### config.mk
export PLATFORM = sky130hd
export DESIGN_NAME = ttc_core
export DESIGN_NICKNAME = d
export VERILOG_FILES = /design/src/core/ttc_core.v /design/src/core/ttc_sync.v
export VERILOG_INCLUDE_DIRS = /design/src /design/src/inc
export SDC_FILE = /design/constraint.sdc
export NUM_CORES = 1
export LEC_CHECK = 0
export ABC_CLOCK_PERIOD_IN_PS = 2600
export BUFFER_PORTS_ARGS = -buffer_cell sky130_fd_sc_hd__buf_2
export CORE_MARGIN = 8
export CORE_UTILIZATION = 55
export DETAILED_ROUTE_END_ITERATION = 12
export PLACE_DENSITY_LB_ADDON = 0.25
export SLEW_MARGIN = 20
export SYNTH_ARGS = -nofsm -noshare
export SYNTH_HDL_FRONTEND = slang
export SYNTH_SLANG_ARGS = --single-unit
### constraint.sdc
create_clock -name ref_clk -period 2.6 [get_ports ref_clk]
set_input_delay 0.65 -clock ref_clk [delete_from_list [all_inputs] [get_ports ref_clk]]
set_output_delay 0.65 -clock ref_clk [all_outputs]
set_load 0.05 [all_outputs]
### src/inc/ttc_defines.vh
// Constants for the thermal throttle controller: register offsets,
// field positions, reset values and timing counts.
// Assumes inclusion by bare name from the core files.
`ifndef TTC_DEFINES_VH
`define TTC_DEFINES_VH

// Avalon word addresses (byte address = 4 * index)
`define TTC_REG_CTRL 4'h0
`define TTC_REG_CFG 4'h1
`define TTC_REG_OPREQ 4'h2
`define TTC_REG_STATUS 4'h3
`define TTC_REG_HIST 4'h4

// Thermal control register fields
`define TTC_CTRL_DUTY_LSB 1
`define TTC_CTRL_DUTY_MSB 3
`define TTC_CTRL_ONDEM_BIT 4
`define TTC_CTRL_RESET 5'h00

// Model-specific configuration register fields
`define TTC_CFG_AUTO_BIT 0
`define TTC_CFG_SUBMODE_BIT 1
`define TTC_CFG_THERM_OP_LSB 8
`define TTC_CFG_THERM_OP_MSB 15
`define TTC_CFG_RESET 16'h0001

// Operating point request reset value (top point)
`define TTC_OPREQ_RESET 8'hFF

// Fixed automatic duty: 4 eighths on
`define TTC_AUTO_DUTY 3'h4

// Length of one modulation eighth, in ns, and in cycles at 50 MHz
`define TTC_SLOT_NS 160
`define TTC_CLK_NS 20
`define TTC_SLOT_CYC (`TTC_SLOT_NS / `TTC_CLK_NS)

// Hysteresis hold after the trip clears, in ns and cycles
`define TTC_HYST_NS 2000
`define TTC_HYST_CYC (`TTC_HYST_NS / `TTC_CLK_NS)

// Unmapped reads answer with this value
`define TTC_UNMAPPED 32'h00000000

`endif

### src/core/ttc_core.v
// Thermal throttle controller: clock modulation, operating point
// limiting, hot alert and catastrophic trip, with Avalon-MM registers.
// Assumes temperature comparator pins from analog sensing outside,
// and a platform that removes core supply once the trip pin falls.
//
// Operation
// - Fixed trip point from a pin; no register configures or reads it.
// - Snooping continues; interrupts latched, released only while clocks run.
// - Automatic mode overrides on-demand when hot.
// - Config register selects modulation or operating-point sub-mode.
// - Automatic activation only when die reaches maximum temperature.
// - Hot moves to thermal point; cool returns to last request.
// - Higher load request during episode is deferred until it ends.
// - Lower load request during episode applies at once.
// - Automatic modulation uses a fixed 50 percent duty.
// - Modulation stops and unit deactivates when cool again.
// - Hysteresis hold prevents rapid on/off toggling.
// - Control bit 4 activates unit immediately regardless of heat.
// - Hot alert low while die above trip point.
// - Hot alert never newly asserted in clock-stopped low power.
// - Alert held through low power until exit and cool.
// - Catastrophic trip shuts down at 125 C, any mode.
// - Catastrophic trip independent of activity, no bus cycles.
//
// The placing of the registers and register access over Avalon-MM were chosen for this implementation.
`default_nettype none
`include "ttc_defines.vh"

module ttc_core #(
   parameter SLOT_CYC = `TTC_SLOT_CYC,
   parameter HYST_CYC = `TTC_HYST_CYC
) (
   input wire ref_clk, // 50 MHz core clock
   input wire nrst, // Async reset, active low
   input wire [3:0] avs_address, // Word address
   input wire avs_read, // Read strobe
   input wire avs_write, // Write strobe
   input wire [31:0] avs_writedata, // Write data
   input wire [3:0] avs_byteenable, // Byte lanes
   output reg [31:0] avs_readdata, // Read data
   output reg avs_waitrequest, // Stall, high until answer
   input wire die_hot, // Pin: die over trip point
   input wire die_critical, // Pin: die at about 125 C
   input wire low_power, // Pin: clocks-stopped sleep state
   input wire irq_req, // Pin: interrupt request level
   output reg core_clk_en, // Core clock gate, high = run
   output reg irq_deliver, // Latched interrupt to core
   output reg [7:0] op_point, // Applied operating point
   output reg throttle_active, // Unit active
   output reg hot_alert_n, // Hot alert, active low
   output reg catastrophic_trip_n // Catastrophic trip, active low
);

   // Counter end points, cut to the counter widths on purpose;
   // slots above 16 cycles or holds above 256 cycles do not fit
   localparam integer SLOT_M1 = SLOT_CYC - 1;
   localparam integer HYST_M1 = HYST_CYC - 1;
   localparam [3:0] SLOT_MAX = SLOT_M1[3:0];
   localparam [7:0] HYST_MAX = HYST_M1[7:0];

   // Bus handshake states
   localparam [1:0] BS_IDLE = 2'b00;
   localparam [1:0] BS_ACK = 2'b01;
   localparam [1:0] BS_DONE = 2'b10;

   // Synchronised pin levels
   wire [3:0] pins_s;
   wire hot_s = pins_s[0];
   wire crit_s = pins_s[1];
   wire lp_s = pins_s[2];
   wire irq_s = pins_s[3];

   // Software registers and internal state
   reg [4:0] ctrl_q;
   reg [15:0] cfg_q;
   reg [7:0] opreq_q;
   reg [1:0] bs_q;
   reg [3:0] slot_q;
   reg [2:0] phase_q;
   reg [7:0] hyst_q;
   reg auto_hot_q;
   reg irq_pend_q;
   reg [31:0] rd_d;
   reg [15:0] hist_q;
   reg act_prev_q;

   // Merge bytes of a write into a 32-bit value
   function [31:0] ttc_merge;
      input [31:0] old_v;
      input [31:0] new_v;
      input [3:0] be;
      integer i;
      begin
         for (i = 0; i < 4; i = i + 1)
            ttc_merge[i*8 +: 8] = be[i] ? new_v[i*8 +: 8]
                                        : old_v[i*8 +: 8];
      end
   endfunction

   // Lower of two operating points
   function [7:0] ttc_min;
      input [7:0] a;
      input [7:0] b;
      begin
         ttc_min = (a < b) ? a : b;
      end
   endfunction

   // Duty in eighths: fixed half in automatic mode, else the field.
   // Zero reads as half, so that the core is never stopped for good.
   function [2:0] ttc_duty;
      input auto_mod;
      input [2:0] field;
      begin
         if (auto_mod)
            ttc_duty = `TTC_AUTO_DUTY;
         else if (field == 3'h0)
            ttc_duty = `TTC_AUTO_DUTY;
         else
            ttc_duty = field;
      end
   endfunction

   // Pins cross into the clock domain through two flops each
   ttc_sync #(
      .WIDTH(4)
   ) u_sync (
      .ref_clk(ref_clk),
      .nrst(nrst),
      .async_in({irq_req, low_power, die_critical, die_hot}),
      .sync_q(pins_s)
   );

   // Writes land at the answer edge, where the master sees the ack
   wire bus_req = avs_read | avs_write;
   wire wr_go = avs_write && (bs_q == BS_ACK);
   wire [31:0] ctrl_w = ttc_merge({27'h0, ctrl_q}, avs_writedata,
                                  avs_byteenable);
   wire [31:0] cfg_w = ttc_merge({16'h0, cfg_q}, avs_writedata,
                                 avs_byteenable);
   wire [31:0] opr_w = ttc_merge({24'h0, opreq_q}, avs_writedata,
                                 avs_byteenable);

   // Register fields
   wire auto_en = cfg_q[`TTC_CFG_AUTO_BIT];
   wire sub_op = cfg_q[`TTC_CFG_SUBMODE_BIT];
   wire [7:0] therm_op = cfg_q[`TTC_CFG_THERM_OP_MSB:`TTC_CFG_THERM_OP_LSB];
   wire ondem = ctrl_q[`TTC_CTRL_ONDEM_BIT];
   wire [2:0] od_duty = ctrl_q[`TTC_CTRL_DUTY_MSB:`TTC_CTRL_DUTY_LSB];

   // Episode states: automatic only when enabled and hot
   wire auto_episode = auto_en && auto_hot_q;
   wire mod_auto = auto_episode && !sub_op;
   wire op_episode = auto_episode && sub_op;
   // Automatic wins; on-demand acts only when automatic is not hot
   wire mod_ondem = ondem && !auto_episode;
   wire [2:0] duty = ttc_duty(mod_auto, od_duty);
   wire modulating = mod_auto || mod_ondem;

   // Avalon slave: one wait cycle, answer on the second edge.
   // The idle cycle after each answer keeps a request that the
   // master has not yet dropped from being taken twice.
   always @(posedge ref_clk or negedge nrst) begin
      if (!nrst) begin
         bs_q <= BS_IDLE;
         avs_waitrequest <= 1'b1;
         avs_readdata <= 32'h00000000;
      end else begin
         case (bs_q)
            BS_IDLE: begin
               if (bus_req) begin
                  bs_q <= BS_ACK;
                  avs_waitrequest <= 1'b0;
                  avs_readdata <= rd_d;
               end
            end
            BS_ACK: begin
               // Answer stands for exactly one cycle
               bs_q <= BS_DONE;
               avs_waitrequest <= 1'b1;
            end
            BS_DONE: begin
               // Master releases its request after the answer edge
               bs_q <= BS_IDLE;
            end
            default: begin
               bs_q <= BS_IDLE;
               avs_waitrequest <= 1'b1;
            end
         endcase
      end
   end

   // Read mux; the trip threshold has no register at all.
   // Status bit 7 is spare and reads as zero.
   always @* begin
      case (avs_address)
         `TTC_REG_CTRL: rd_d = {27'h0, ctrl_q};
         `TTC_REG_CFG: rd_d = {16'h0, cfg_q};
         `TTC_REG_OPREQ: rd_d = {24'h0, opreq_q};
         `TTC_REG_STATUS: rd_d = {16'h0, op_point, 1'b0, lp_s,
                                  op_episode, mod_auto, throttle_active,
                                  ~hot_alert_n, ~catastrophic_trip_n,
                                  core_clk_en};
         `TTC_REG_HIST: rd_d = {16'h0, hist_q};
         default: rd_d = `TTC_UNMAPPED;
      endcase
   end

   // Register writes, taken at the answer edge; unmapped writes
   // are ignored, and the counter clears in its own process
   always @(posedge ref_clk or negedge nrst) begin
      if (!nrst) begin
         ctrl_q <= `TTC_CTRL_RESET;
         cfg_q <= `TTC_CFG_RESET;
         opreq_q <= `TTC_OPREQ_RESET;
      end else if (wr_go) begin
         case (avs_address)
            `TTC_REG_CTRL: ctrl_q <= ctrl_w[4:0];
            `TTC_REG_CFG: cfg_q <= cfg_w[15:0];
            `TTC_REG_OPREQ: opreq_q <= opr_w[7:0];
            default: ctrl_q <= ctrl_q;
         endcase
      end
   end

   // Hysteresis: trip sets at once, clears only after a cool hold.
   // The hold restarts on every hot sample, so a pin that chatters
   // near the trip point keeps the unit steadily on.
   always @(posedge ref_clk or negedge nrst) begin
      if (!nrst) begin
         auto_hot_q <= 1'b0;
         hyst_q <= 8'h00;
      end else if (hot_s) begin
         auto_hot_q <= 1'b1;
         hyst_q <= HYST_MAX;
      end else if (hyst_q != 8'h00) begin
         hyst_q <= hyst_q - 8'h01;
      end else begin
         auto_hot_q <= 1'b0;
      end
   end

   // Modulation period of eight slots; clocks run for first duty slots.
   // Phase restarts at zero on each activation, so every episode
   // opens with its clocks running and the core never starts frozen.
   always @(posedge ref_clk or negedge nrst) begin
      if (!nrst) begin
         slot_q <= 4'h0;
         phase_q <= 3'h0;
         core_clk_en <= 1'b1;
      end else if (!modulating) begin
         slot_q <= 4'h0;
         phase_q <= 3'h0;
         core_clk_en <= 1'b1;
      end else begin
         if (slot_q == SLOT_MAX) begin
            slot_q <= 4'h0;
            phase_q <= phase_q + 3'h1;
         end else begin
            slot_q <= slot_q + 4'h1;
         end
         core_clk_en <= (phase_q < duty);
      end
   end

   // Interrupts latched, released only while clocks run.
   // A request in a stopped slot waits in the pending flag; a new
   // request in the same cycle as delivery keeps the flag set.
   always @(posedge ref_clk or negedge nrst) begin
      if (!nrst) begin
         irq_pend_q <= 1'b0;
         irq_deliver <= 1'b0;
      end else begin
         irq_pend_q <= irq_s | (irq_pend_q & ~core_clk_en);
         irq_deliver <= (irq_s | irq_pend_q) & core_clk_en;
      end
   end

   // Operating point: thermal episode caps the last load request.
   // No deferral store: the last request always sits in its register.
   always @(posedge ref_clk or negedge nrst) begin
      if (!nrst) begin
         op_point <= `TTC_OPREQ_RESET;
      end else if (op_episode) begin
         // Lower request passes now; higher waits for episode end
         op_point <= ttc_min(opreq_q, therm_op);
      end else begin
         op_point <= opreq_q;
      end
   end

   // Unit active while modulating or in an operating point episode
   always @(posedge ref_clk or negedge nrst) begin
      if (!nrst)
         throttle_active <= 1'b0;
      else
         throttle_active <= modulating || op_episode;
   end

   // Hot alert follows the hot pin; frozen while asleep.
   // Only an awake core may newly assert it, and only an awake,
   // cool core may release it.
   always @(posedge ref_clk or negedge nrst) begin
      if (!nrst) begin
         hot_alert_n <= 1'b1;
      end else if (!hot_s) begin
         if (!lp_s)
            hot_alert_n <= 1'b1;
      end else if (!lp_s) begin
         hot_alert_n <= 1'b0;
      end
   end

   // Catastrophic trip: sticky until reset, no bus involvement.
   // Kept apart from the mode logic so that no setting can mask it.
   always @(posedge ref_clk or negedge nrst) begin
      if (!nrst)
         catastrophic_trip_n <= 1'b1;
      else if (crit_s)
         catastrophic_trip_n <= 1'b0;
   end

   // Episode counter: counts each new activation and saturates.
   // A write clears it; a new episode in the same cycle wins.
   always @(posedge ref_clk or negedge nrst) begin
      if (!nrst) begin
         act_prev_q <= 1'b0;
         hist_q <= 16'h0000;
      end else begin
         act_prev_q <= throttle_active;
         if (throttle_active && !act_prev_q) begin
            if (hist_q != 16'hFFFF)
               hist_q <= hist_q + 16'h0001;
         end else if (wr_go && (avs_address == `TTC_REG_HIST)) begin
            hist_q <= 16'h0000;
         end
      end
   end

endmodule

`default_nettype wire

### src/core/ttc_sync.v
// Two-flop synchroniser bank for asynchronous pin inputs.
// Assumes a single clock and an active-low asynchronous reset.
`default_nettype none

module ttc_sync #(
   parameter WIDTH = 4
) (
   input wire ref_clk, // Core clock
   input wire nrst, // Async reset, active low
   input wire [WIDTH-1:0] async_in, // Raw pin levels
   output reg [WIDTH-1:0] sync_q // Synchronised levels
);

   reg [WIDTH-1:0] meta_q;

   // First stage feeds only the second stage
   always @(posedge ref_clk or negedge nrst) begin
      if (!nrst) begin
         meta_q <= {WIDTH{1'b0}};
         sync_q <= {WIDTH{1'b0}};
      end else begin
         meta_q <= async_in;
         sync_q <= meta_q;
      end
   end

endmodule

`default_nettype wire

==> results of run 1 <==
-- power by group --
part | leakage, nW | switching [mW] | internal [mW]
clock | 0.137 | 0.550 | 0.834
combinational | 1.21 | 0.813 | 0.462
sequential | 1.27 | 0.364 | 1.96
-- worst min-delay path by stage --
stage	end	from	depth (start not counted)	slack (ns)
after global placement	u_sync.sync_q[2]$_DFF_PN0_	u_sync.meta_q[2]$_DFF_PN0_	0	0.33
after global routing	bs_q[1]$_DFFE_PN0P_	nrst	1	0.20
final	bs_q[1]$_DFFE_PN0P_	nrst	1	0.18
after floorplan	u_sync.sync_q[0]$_DFF_PN0_	u_sync.meta_q[0]$_DFF_PN0_	0	0.33
after CTS	cfg_q[13]$_DFFE_PN0P_	nrst	1	0.19
after detailed placement	u_sync.sync_q[0]$_DFF_PN0_	u_sync.meta_q[0]$_DFF_PN0_	0	0.34
-- critical path: cells and delay by family, from the launching register on --
family / cells / cell delay, ns
AND/OR/NAND/NOR: 2 / 0.57
multiplexers: 1 / 0.38
flip-flops: 1 / 0.43
buffers and inverters: 1 / 0.06
adder cells (fa/ha/maj): 1 / 0.27
AO/OA/AOI/OAI: 2 / 0.45
-- metrics by stage --
stage | cells | power [mW] | instance area, um^2 | worst slack, ns
2_1_floorplan | 457 | 3.22 | 5000 | 0.568
3_5_place_dp | 603 | 3.62 | 5330 | 0.194
3_3_place_gp | 603 | 3.55 | 5330 | 0.207
5_1_grt | 619 | 5.25 | 5620 | 0.282
6_report | 619 | 4.98 | 5620 | 0.374
4_1_cts | 619 | 5.00 | 5620 | 0.366
-- state kept, by name, summed over array words and instances (netlist names), 2 cells and up --
signal / count
u_sync.meta_q: 4
bs_q: 2
avs_readdata: 16
ctrl_q: 5
slot_q: 4
op_point: 8
opreq_q: 8
cfg_q: 16
phase_q: 3
u_sync.sync_q: 4
hist_q: 16
hyst_q: 8
-- cells by family (layout without fill, tap and decap cells) --
| kind of cell | after synthesis | count (layout) | synth area share |
|---|---|---|---|
| and+or+nand+nor | 150 | 150 | 0.159 |
| DFF | 103 | 103 | 0.526 |
| AOI/OAI and AO/OA | 71 | 71 | 0.100 |
| muxes | 48 | 48 | 0.107 |
| buffers and inverters | 43 | 97 | 0.0498 |
| adders and majority gates | 14 | 14 | 0.0354 |
| xor gates and xnor gates | 12 | 12 | 0.0212 |
| other | 1 | 16 | 0.000758 |
-- metal layers --
layer / vias to the layer above / GRT usage / part of all wire
li1: 1672 / - / -
met1: 1781 / 0.239 / 0.43
met2: 93 / 0.308 / 0.51
met3: 11 / 0.0422 / 0.053
met4: 0 / 0.0532 / 0.0088
met5: - / 0 / 0
-- placed cells by master, fill, tap and decap left out, drive strengths merged, types with 8 or more instances in the layout --
cell type	instances
nand2	47
clkbuf	10
inv	13
dfstp	21
mux2	37
a21oi	8
a222oi	12
nand2b	9
mux2i	11
nor2	30
buf	68
o21ai	26
nor3	9
conb	16
nand3	10
dfrtp	82
ha	14
nor2b	10
-- final cells by class --
| type | count | area share |
|---|---|---|
| clock inverter | 6 | 0.0281 |
| tap | 108 | 0.0241 |
| inverter | 13 | 0.00869 |
| sequential | 103 | 0.464 |
| multi-input combinational | 311 | 0.383 |
| clock buffer | 10 | 0.0227 |
| timing repair buffer | 68 | 0.0695 |
==> summary.txt, run 1 <==
SYNTH
---------------------------------------------------------------------------------
Post-synthesis async set-or-reset flop share                                 1.00
Synth area leader                                                    sky130_fd_sc_hd__dfrtp_1
Top_reg_cell synth                                                   sky130_fd_sc_hd__dfrtp_1
Netlist cell types                                                             61
Yosys warning count                                                             0
Leading cell types by count after synthesis                          sky130_fd_sc_hd__dfrtp_1 (82), sky130_fd_sc_hd__nand2_1 (47), sky130_fd_sc_hd__mux2_2 (37)
Post-synthesis cell area                                                4950 um^2
Average size of a mapped cell                                           11.2 um^2
Leading cell type by number of instances after synthesis             sky130_fd_sc_hd__dfrtp_1
Dominant cells by area after synthesis                               sky130_fd_sc_hd__dfrtp_1 (41%), sky130_fd_sc_hd__dfstp_2 (11%), sky130_fd_sc_hd__mux2_2 (8.4%)
Share of the synthesized area in the top cell type                          0.415
Share of synthesized area occupied by flip-flops and latches                0.526
FF+latch count, synth                                                         103
Number of flops mapped to enable cells by yosys                                 0
Count of mapped cells out of synthesis                                        442

TIMING
---------------------------------------------------------------------------------
Hold Violations, Final                                                          0
Part of the cycle the worst path needs                                      0.856
Setup repair after global routing missed its margin                         false
Post-route clock skew                                                   0.0102 ns
Hold slack final                                                         0.183 ns
Post-route minimum period                                                 2.23 ns
Upper clock frequency limit                                               449 MHz
Final setup violating endpoints                                                 0
Max-slew violation total from the final report                                  0
Post-route setup TNS                                                         0 ns

CLOCK TREE
---------------------------------------------------------------------------------
Number of buffers on the longest clock path                                     2
Clk Latency, worst-skew pair                                              0.38 ns
TritonCTS clock tree                                                          yes
Htree depth                                                                     3
Hold-fix buffer count after cts                                                 0
Clock buffers created by TritonCTS                                              9
Cell at the root of the clock tree                                   sky130_fd_sc_hd__clkbuf_8
CTS-repair resized insts                                                        0
Number of clock sinks                                                         103
Clock-pin slew on the worst setup and hold paths                          0.10 ns
Number of post-CTS setup repair buffers                                         0

FINAL LAYOUT
---------------------------------------------------------------------------------
Number of antenna cells inserted                                                0
Synth-to-Final Area Change                                                  13.5%
Layout fillers                                                                707
Post-route core utilization                                                 0.644
Fraction of layout instances using a drive strength above 1                 0.297
Net total in the final layout                                                 568
Total area of sequential cells                                          2600 um^2
Area of combinational cells with multiple inputs                        2150 um^2

SETUP PATH
---------------------------------------------------------------------------------
Launch point of the worst path                                       cfg_q[11]$_DFFE_PN0P_
Critical path startpoint category                                            flop
Worst path cell trace                                                inv_1 > ha_1 > o21a_1 > nor2_1 > or4_1 > a21oi_4 > mux2_2
Critical Path Max Stage Delay                                             0.53 ns
Critical path required time                                               2.91 ns
Kind of critical path                                                  reg -> reg
Top fanout value on the critical path                                           8
Critical Path End                                                    op_point[6]$_DFF_PN1_
Worst flop-to-flop path startpoint                                   cfg_q[11]$_DFFE_PN0P_
CP max stage cell                                                    sky130_fd_sc_hd__or4_1
R2r endpoint                                                         op_point[6]$_DFF_PN1_
Data arrival time of the worst path                                       2.54 ns
Depth of the worst register-to-register path                                    7
Nature of the critical path endpoint                                         flop
Flop2flop setup slack                                                     0.37 ns

POWER
---------------------------------------------------------------------------------
Power per cell area                                                   887 nW/um^2
Peak supply drop                                                           350 uV
Leak pwr                                                                  2.61 nW

PLACED DESIGN
---------------------------------------------------------------------------------
Routability congestion estimate from global placement                       0.853
Hpwl dp                                                                   8.40 mm
Buffers added on ports                                                         59

DIE
---------------------------------------------------------------------------------
I/O pin total                                                                  94
Die Footprint                                                         12,300 um^2
Starting density of the core                                                0.567
Die Span Y                                                                 111 um
Number of core rows                                                            34
X dimension of the die                                                     111 um
Area inside the core boundary                                           8720 um^2

ROUTING
---------------------------------------------------------------------------------
Post-route DRC violation count                                                  0
Per-cell via count in the routed design                                      5.75
Total routed wirelength                                                   11.2 mm
Total via count after detailed routing                                      3,557
Count of nets left with antenna violations after detail routing                 0
Number of optimization iterations in the first detailed-route pass              6
Average wire length per cell after detail routing                         18.1 um
DRT iter0 DRCs                                                                194

GRT
---------------------------------------------------------------------------------
Initial antenna violation count                                                 0
Total congestion overflow after global routing                                  0
Number of global-route vias before repair                                   3,627
Wire length of the first global-routing pass                              18.8 mm
Global-route usage over all layers                                          0.187
Pin count of the biggest net entering global routing                           56

STATUS
---------------------------------------------------------------------------------
Result of the run                                                    complete, no violations

RUN
---------------------------------------------------------------------------------
Number of max-capacitance violations reported                                   0

HOLD PATH
---------------------------------------------------------------------------------
Class of the worst hold path                                          in -> async

(Power assumes the default switching activity.)
==> run 2, diff against run 1 <==
ABC_CLOCK_PERIOD_IN_PS = 2100   (was 2600)
CTS_BUF_LIST = sky130_fd_sc_hd__clkbuf_4 sky130_fd_sc_hd__clkbuf_8   (was default)
clock period = 2.1 ns   (was 2.6 ns; I/O delays follow)
==> summary.txt, run 2 (same netlist as run 1, synthesis figures left out) <==
STATUS
---------------------------------------------------------------------------------
Result of the run                                                    complete, no violations

TIMING
---------------------------------------------------------------------------------
Upper clock frequency limit                                               484 MHz   +7.6%
Post-route minimum period                                                 2.07 ns   -0.158 ns
Relative slew slack                                                         0.684
Hold slack final                                                        0.0280 ns   -0.155 ns
Max-slew violation total from the final report                                  0   unchanged
Setup repair after global routing missed its margin                          true
Final setup violating endpoints                                                 0   unchanged
Post-route clock skew                                                   0.0108 ns   +0.000564 ns
Slew at the pin closest to its max-slew limit                            0.462 ns
Part of the cycle the worst path needs                                      0.985   +0.129
Hold Violations, Final                                                          0   unchanged

FINAL LAYOUT
---------------------------------------------------------------------------------
Top flop regs                                                        avs_readdata (16), cfg_q (16), hist_q (16)
Total area of sequential cells                                          2600 um^2   unchanged
Number of antenna cells inserted                                                0   unchanged
Layout fillers                                                                673   -4.8%
Synth-to-Final Area Change                                                  16.0%
Cell Count, Final, Fillers Out                                                646   +4.4%
Highest-count cells in the layout ignoring fill and taps             sky130_fd_sc_hd__dfrtp_1 (82), sky130_fd_sc_hd__buf_2 (58), sky130_fd_sc_hd__nand2_1 (47), sky130_fd_sc_hd__mux2_2 (37), sky130_fd_sc_hd__buf_4 (33)
Most common library cell in the layout ignoring fill and taps        sky130_fd_sc_hd__dfrtp_1
Area of combinational cells with multiple inputs                        2160 um^2   +0.41%
Fraction of layout instances using a drive strength above 1                 0.338   +0.0408
Net total in the final layout                                                 595   +4.8%

SETUP PATH
---------------------------------------------------------------------------------
Critical path startpoint category                                            flop
Top fanout value on the critical path                                           8   unchanged
Worst flop-to-flop path startpoint                                   cfg_q[15]$_DFFE_PN0P_
Critical path required time                                               2.41 ns   -0.50 ns
Data arrival time of the worst path                                       2.38 ns   -0.16 ns
Flop2flop setup slack                                                     0.03 ns   -0.34 ns
Kind of critical path                                                  reg -> reg
Launch point of the worst path                                       cfg_q[15]$_DFFE_PN0P_
Nature of the critical path endpoint                                         flop

RUN
---------------------------------------------------------------------------------
Number of max-capacitance violations reported                                   0   unchanged

PLACED DESIGN
---------------------------------------------------------------------------------
Number of placed instances, taps included                                     629   +4.3%
Buffers added on ports                                                         59   unchanged
Hpwl dp                                                                   8.80 mm   +4.7%
Routability congestion estimate from global placement                       0.899   +5.3%

DIE
---------------------------------------------------------------------------------
Die Footprint                                                         12,300 um^2   unchanged
Number of core rows                                                            34   unchanged
X dimension of the die                                                     111 um   unchanged
Area inside the core boundary                                           8720 um^2   unchanged
I/O pin total                                                                  94   unchanged
Starting density of the core                                                0.567   unchanged
Die Span Y                                                                 111 um   unchanged

POWER
---------------------------------------------------------------------------------
Switching component of the power                                          2.16 mW   +25%
Int Power                                                                 3.59 mW   +10%
Peak supply drop                                                           424 uV   +21%
Portion of total power attributed to combinational logic                    0.312   +0.056
Switching share of power                                                    0.376   +0.0293
Leak pwr                                                                  2.72 nW   +4.0%
Power per cell area                                                  1000 nW/um^2   +13%
Relative contribution of sequential cells to total power                    0.492   +0.025
Clock network power share                                                   0.197   -0.081

GRT
---------------------------------------------------------------------------------
Initial antenna violation count                                                 0   unchanged
Total congestion overflow after global routing                                  0   unchanged
Wire length of the first global-routing pass                              19.2 mm   +2.6%
Global-route usage over all layers                                          0.192   +0.00565
Pin count of the biggest net entering global routing                           55   -1.8%
Number of global-route vias before repair                                   3,703   +2.1%

ROUTING
---------------------------------------------------------------------------------
Number of optimization iterations in the first detailed-route pass              5   -1
Total routed wirelength                                                   11.6 mm   +3.4%
DRT iter0 DRCs                                                                269   +39%
Count of nets left with antenna violations after detail routing                 0   unchanged
Post-route DRC violation count                                                  0   unchanged
Average wire length per cell after detail routing                         17.9 um   -0.96%
Total via count after detailed routing                                      3,713   +4.4%
Per-cell via count in the routed design                                      5.75   about the same

CLOCK TREE
---------------------------------------------------------------------------------
Clock-pin slew on the worst setup and hold paths                          0.10 ns   about the same
Hold-fix buffer count after cts                                                 0   unchanged
Cell at the root of the clock tree                                   sky130_fd_sc_hd__clkbuf_8
Number of buffers on the longest clock path                                     2   unchanged
Number of clock sinks                                                         103   unchanged
TritonCTS clock tree                                                          yes
Clk Latency, worst-skew pair                                              0.38 ns   about the same
Clock buffers created by TritonCTS                                              9   unchanged
Htree depth                                                                     3   unchanged

HOLD PATH
---------------------------------------------------------------------------------
Class of the worst hold path                                          in -> async

run 2: changes by cell type in the layout (fill, tap and decap cells not counted), sizes merged:
cell,previous run,this run
clkbuf,10,12
bufinv,5,0
clkinv,0,4
clkinvlp,1,0
buf,68,95
run 2: routing by layer:
| layer | routed length, um | global-route usage | vias to the layer above |
|---|---|---|---|
| li1 | - | - | 1732 |
| met1 | 4770 | 0.238 | 1850 |
| met2 | 5810 | 0.318 | 112 |
| met3 | 707 | 0.0444 | 19 |
| met4 | 272 | 0.0757 | 0 |
| met5 | 0 | 0 | - |
run 2: path summary, 6_finish.rpt:
kind | cells past startpoint | end
max | 7 | op_point[0]$_DFF_PN1_
min | 1 | bs_q[0]$_DFFE_PN0P_
max reg2reg | 7 | op_point[0]$_DFF_PN1_
min reg2reg | 0 | u_sync.sync_q[1]$_DFF_PN0_
max in group asynchronous | 2 | catastrophic_trip_n$_DFFE_PN1P_
min in group ref_clk | 1 | u_sync.meta_q[0]$_DFF_PN0_
run 2: layout make-up:
| class | count | share of cell area |
|---|---|---|
| tap | 108 | 0.0236 |
| clock buffer | 12 | 0.0255 |
| multi-input combinational | 311 | 0.377 |
| timing repair buffer | 95 | 0.108 |
| inverter | 13 | 0.00851 |
| clock inverter | 4 | 0.00414 |
| sequential | 103 | 0.454 |
run 2: stage by stage:
stage	cell area [um^2]	power (mW)	setup WS, ns	util	setup TNS [ns]
floorplan	5000	3.99	0.0675	-	0
global placement	5540	4.53	-0.00639	0.635	-0.0415
detailed placement	5540	4.59	-0.0651	0.635	-0.468
CTS	5730	5.75	0.0391	0.657	0
global route	5740	6.07	-0.00771	0.658	-0.0158
finish	5740	5.75	0.0318	0.658	0
run 2: power groups by stage:
stage	logic (mW)	registers [mW]	clock network [mW]
after floorplan	0.962	3.03	0
after global placement	1.69	2.83	0
after detailed placement	1.75	2.85	0
after CTS	1.77	2.82	1.16
after global routing	1.96	2.89	1.22
final	1.79	2.83	1.13
run 2: what timing repair did:
action	in CTS	in global routing
pin swaps	1	0
endpoints found under the setup margin	8	8
buffers inserted	1	0
gates resized for setup	1	1
run 2: worst max-delay path, stage by stage, from the launching register on:
cell,delay (ns)
sky130_fd_sc_hd__dfrtp_1,0.37
sky130_fd_sc_hd__inv_1,0.05
sky130_fd_sc_hd__ha_1,0.32
sky130_fd_sc_hd__nand2_1,0.08
sky130_fd_sc_hd__or4_4,0.55
sky130_fd_sc_hd__a21oi_4,0.16
sky130_fd_sc_hd__buf_12,0.14
sky130_fd_sc_hd__mux2_2,0.33
==> run 3, diff against run 2 <==
CORE_UTILIZATION = 28   (was 55)
CTS_BUF_LIST = sky130_fd_sc_hd__clkbuf_8 sky130_fd_sc_hd__clkbuf_16   (was sky130_fd_sc_hd__clkbuf_4 sky130_fd_sc_hd__clkbuf_8)
==> summary.txt, run 3 (same netlist as run 1, synthesis figures left out) <==
DIE
---------------------------------------------------------------------------------
I/O pin total                                                                  94   unchanged
Number of core rows                                                            48   +41%
Die Span Y                                                                 149 um   +34%
X dimension of the die                                                     149 um   +34%
Area inside the core boundary                                         17,300 um^2   +98%
Starting density of the core                                                0.286   -0.281
Die Footprint                                                         22,200 um^2   +81%

CLOCK TREE
---------------------------------------------------------------------------------
Number of buffers on the longest clock path                                     2   unchanged
Clock-pin slew on the worst setup and hold paths                          0.07 ns   -0.03 ns
Hold-fix buffer count after cts                                                 0   unchanged
Cell at the root of the clock tree                                   sky130_fd_sc_hd__clkbuf_16
Htree depth                                                                     3   unchanged
Clock buffers created by TritonCTS                                              9   unchanged
Clk Latency, worst-skew pair                                              0.35 ns   -0.03 ns
Number of clock sinks                                                         103   unchanged
TritonCTS clock tree                                                          yes

PLACED DESIGN
---------------------------------------------------------------------------------
Placement-stage worst setup slack                                      -0.0294 ns   +0.0357 ns
Routability congestion estimate from global placement                       0.851   -5.3%
Cell area after placement                                               5710 um^2   +3.1%
Number of placed instances, taps included                                     751   +19%
Hpwl dp                                                                   9.96 mm   +13%
Buffers added on ports                                                         59   unchanged

POWER
---------------------------------------------------------------------------------
Power per cell area                                                  1050 nW/um^2   +4.9%
Peak supply drop                                                           373 uV   -12%
Leak pwr                                                                  2.80 nW   +3.1%
Overall power after layout                                                6.37 mW   +11%

FINAL LAYOUT
---------------------------------------------------------------------------------
Number of antenna cells inserted                                                0   unchanged
Highest-count cells in the layout ignoring fill and taps             sky130_fd_sc_hd__dfrtp_1 (82), sky130_fd_sc_hd__buf_2 (58), sky130_fd_sc_hd__nand2_1 (47), sky130_fd_sc_hd__buf_4 (39), sky130_fd_sc_hd__mux2_2 (33)
Net total in the final layout                                                 600   +0.84%
Synth-to-Final Area Change                                                  22.5%
Final standard cell area without fillers                                6060 um^2   +5.6%
Cell Count, Final, Fillers Out                                                768   +19%
Area of combinational cells with multiple inputs                        2180 um^2   +1.0%
Fraction of layout instances using a drive strength above 1                 0.343   +0.00425
Layout fillers                                                              1,762   +160%
Top flop regs                                                        avs_readdata (16), cfg_q (16), hist_q (16)
Total area of sequential cells                                          2600 um^2   unchanged
Most common library cell in the layout ignoring fill and taps        sky130_fd_sc_hd__dfrtp_1
Post-route core utilization                                                 0.350   -0.307

TIMING
---------------------------------------------------------------------------------
Relative slew slack                                                         0.671   -0.0127
Slew at the pin closest to its max-slew limit                            0.481 ns   +0.0185 ns
Setup repair after global routing missed its margin                         false
Post-route clock skew                                                  0.00820 ns   -0.00256 ns
Hold Violations, Final                                                          0   unchanged
Max-slew violation total from the final report                                  0   unchanged
Final setup violating endpoints                                                 0   unchanged
Post-route minimum period                                                 2.05 ns   -0.0184 ns
Worst setup margin                                                      0.0502 ns   +0.0184 ns
Post-route setup TNS                                                         0 ns   unchanged
Upper clock frequency limit                                               488 MHz   +0.90%
Hold slack final                                                        0.0857 ns   +0.0578 ns
Part of the cycle the worst path needs                                      0.976   -0.00878

SETUP PATH
---------------------------------------------------------------------------------
Cell class contributing the biggest share of worst-path delay          flip-flops
Flop2flop setup slack                                                     0.05 ns   +0.02 ns
Critical Path Max Stage Delay                                             0.55 ns   about the same
Depth of the worst register-to-register path                                    7   unchanged
Number of buffers and inverters on the critical path                            1   -1
Worst path cell trace                                                ha_4 > o21a_1 > nor2_1 > or4_4 > a21oi_4 > buf_12 > mux2_2
CP max stage cell                                                    sky130_fd_sc_hd__dfstp_2
Worst flop-to-flop path startpoint                                   opreq_q[2]$_DFFE_PN1P_
Kind of critical path                                                  reg -> reg
Critical path required time                                               2.37 ns   -0.04 ns
Nature of the critical path endpoint                                         flop
Top fanout value on the critical path                                           8   unchanged
Launch point of the worst path                                       opreq_q[2]$_DFFE_PN1P_
Critical path startpoint category                                            flop
R2r endpoint                                                         op_point[1]$_DFF_PN1_
Data arrival time of the worst path                                       2.32 ns   -0.06 ns

ROUTING
---------------------------------------------------------------------------------
Number of optimization iterations in the first detailed-route pass              6   +1
Per-cell via count in the routed design                                      4.67   -19%
Total via count after detailed routing                                      3,585   -3.4%
Average wire length per cell after detail routing                         16.6 um   -7.2%
Post-route DRC violation count                                                  0   unchanged
DRT iter0 DRCs                                                                257   -4.5%
Total routed wirelength                                                   12.8 mm   +10%
Count of nets left with antenna violations after detail routing                 0   unchanged

HOLD PATH
---------------------------------------------------------------------------------
Class of the worst hold path                                          in -> async

GRT
---------------------------------------------------------------------------------
Global-route usage over all layers                                          0.120   -0.0717
Met1 usage in global routing                                                0.153   -0.0840
Number of global-route vias before repair                                   3,711   +0.22%
Pin count of the biggest net entering global routing                           43   -22%
Met2 Use GR                                                                 0.195   -0.122
Wire length of the first global-routing pass                              20.8 mm   +8.0%
Total congestion overflow after global routing                                  0   unchanged
Initial antenna violation count                                                 0   unchanged
Layer with the highest usage                                                 met2
Met3 layer usage reported by global route                                  0.0337   -0.0107

RUN
---------------------------------------------------------------------------------
Number of max-capacitance violations reported                                   0   unchanged

STATUS
---------------------------------------------------------------------------------
Result of the run                                                    complete, no violations

==> run 3: cell count changes in the layout (fill, tap and decap cells not counted), sizes merged <==
cell / before / now
inv: 13 / 15
clkinv: 4 / 2
bufinv: 0 / 1
clkinvlp: 0 / 1
buf: 95 / 100
clkbuf: 12 / 10
==> run 3: power breakdown <==
group / internal, mW / total [mW] / switching [mW] / leakage (nW)
Clock: 0.953 / 1.69 / 0.741 / 0.150
Sequential: 2.43 / 2.85 / 0.425 / 1.27
Combinational: 0.716 / 1.82 / 1.10 / 1.38
==> run 3: repair_timing <==
| action | 4_1_cts | 5_1_grt |
|---|---|---|
| pin swaps | 1 | 1 |
| resized for setup | 1 | 6 |
| buffers inserted | 0 | 1 |
| endpoints found under the setup margin | 8 | 8 |
==> run 3: per-layer routing <==
layer,vias up,part of all wire
li1,1738,-
met1,1755,0.44
met2,79,0.49
met3,13,0.050
met4,0,0.014
met5,-,0
==> run 3: cell type report <==
class	instances	area share
clock inverters	6	0.00991
clock buffers	10	0.0394
multi-input cells	311	0.360
well taps	225	0.0465
repair buffers	100	0.106
inverters	13	0.00805
flip-flops and latches	103	0.430
==> run 3: worst max path at each step <==
stage                             to  slack, ns  depth (start not counted)
2_1_floorplan  op_point[0]$_DFF_PN1_       0.07                          6
3_3_place_gp   op_point[3]$_DFF_PN1_      -0.03                          6
3_5_place_dp   op_point[2]$_DFF_PN1_      -0.03                          6
4_1_cts        op_point[0]$_DFF_PN1_       0.02                          6
5_1_grt        op_point[1]$_DFF_PN1_     0.0002                          7
6_report       op_point[1]$_DFF_PN1_       0.05                          7
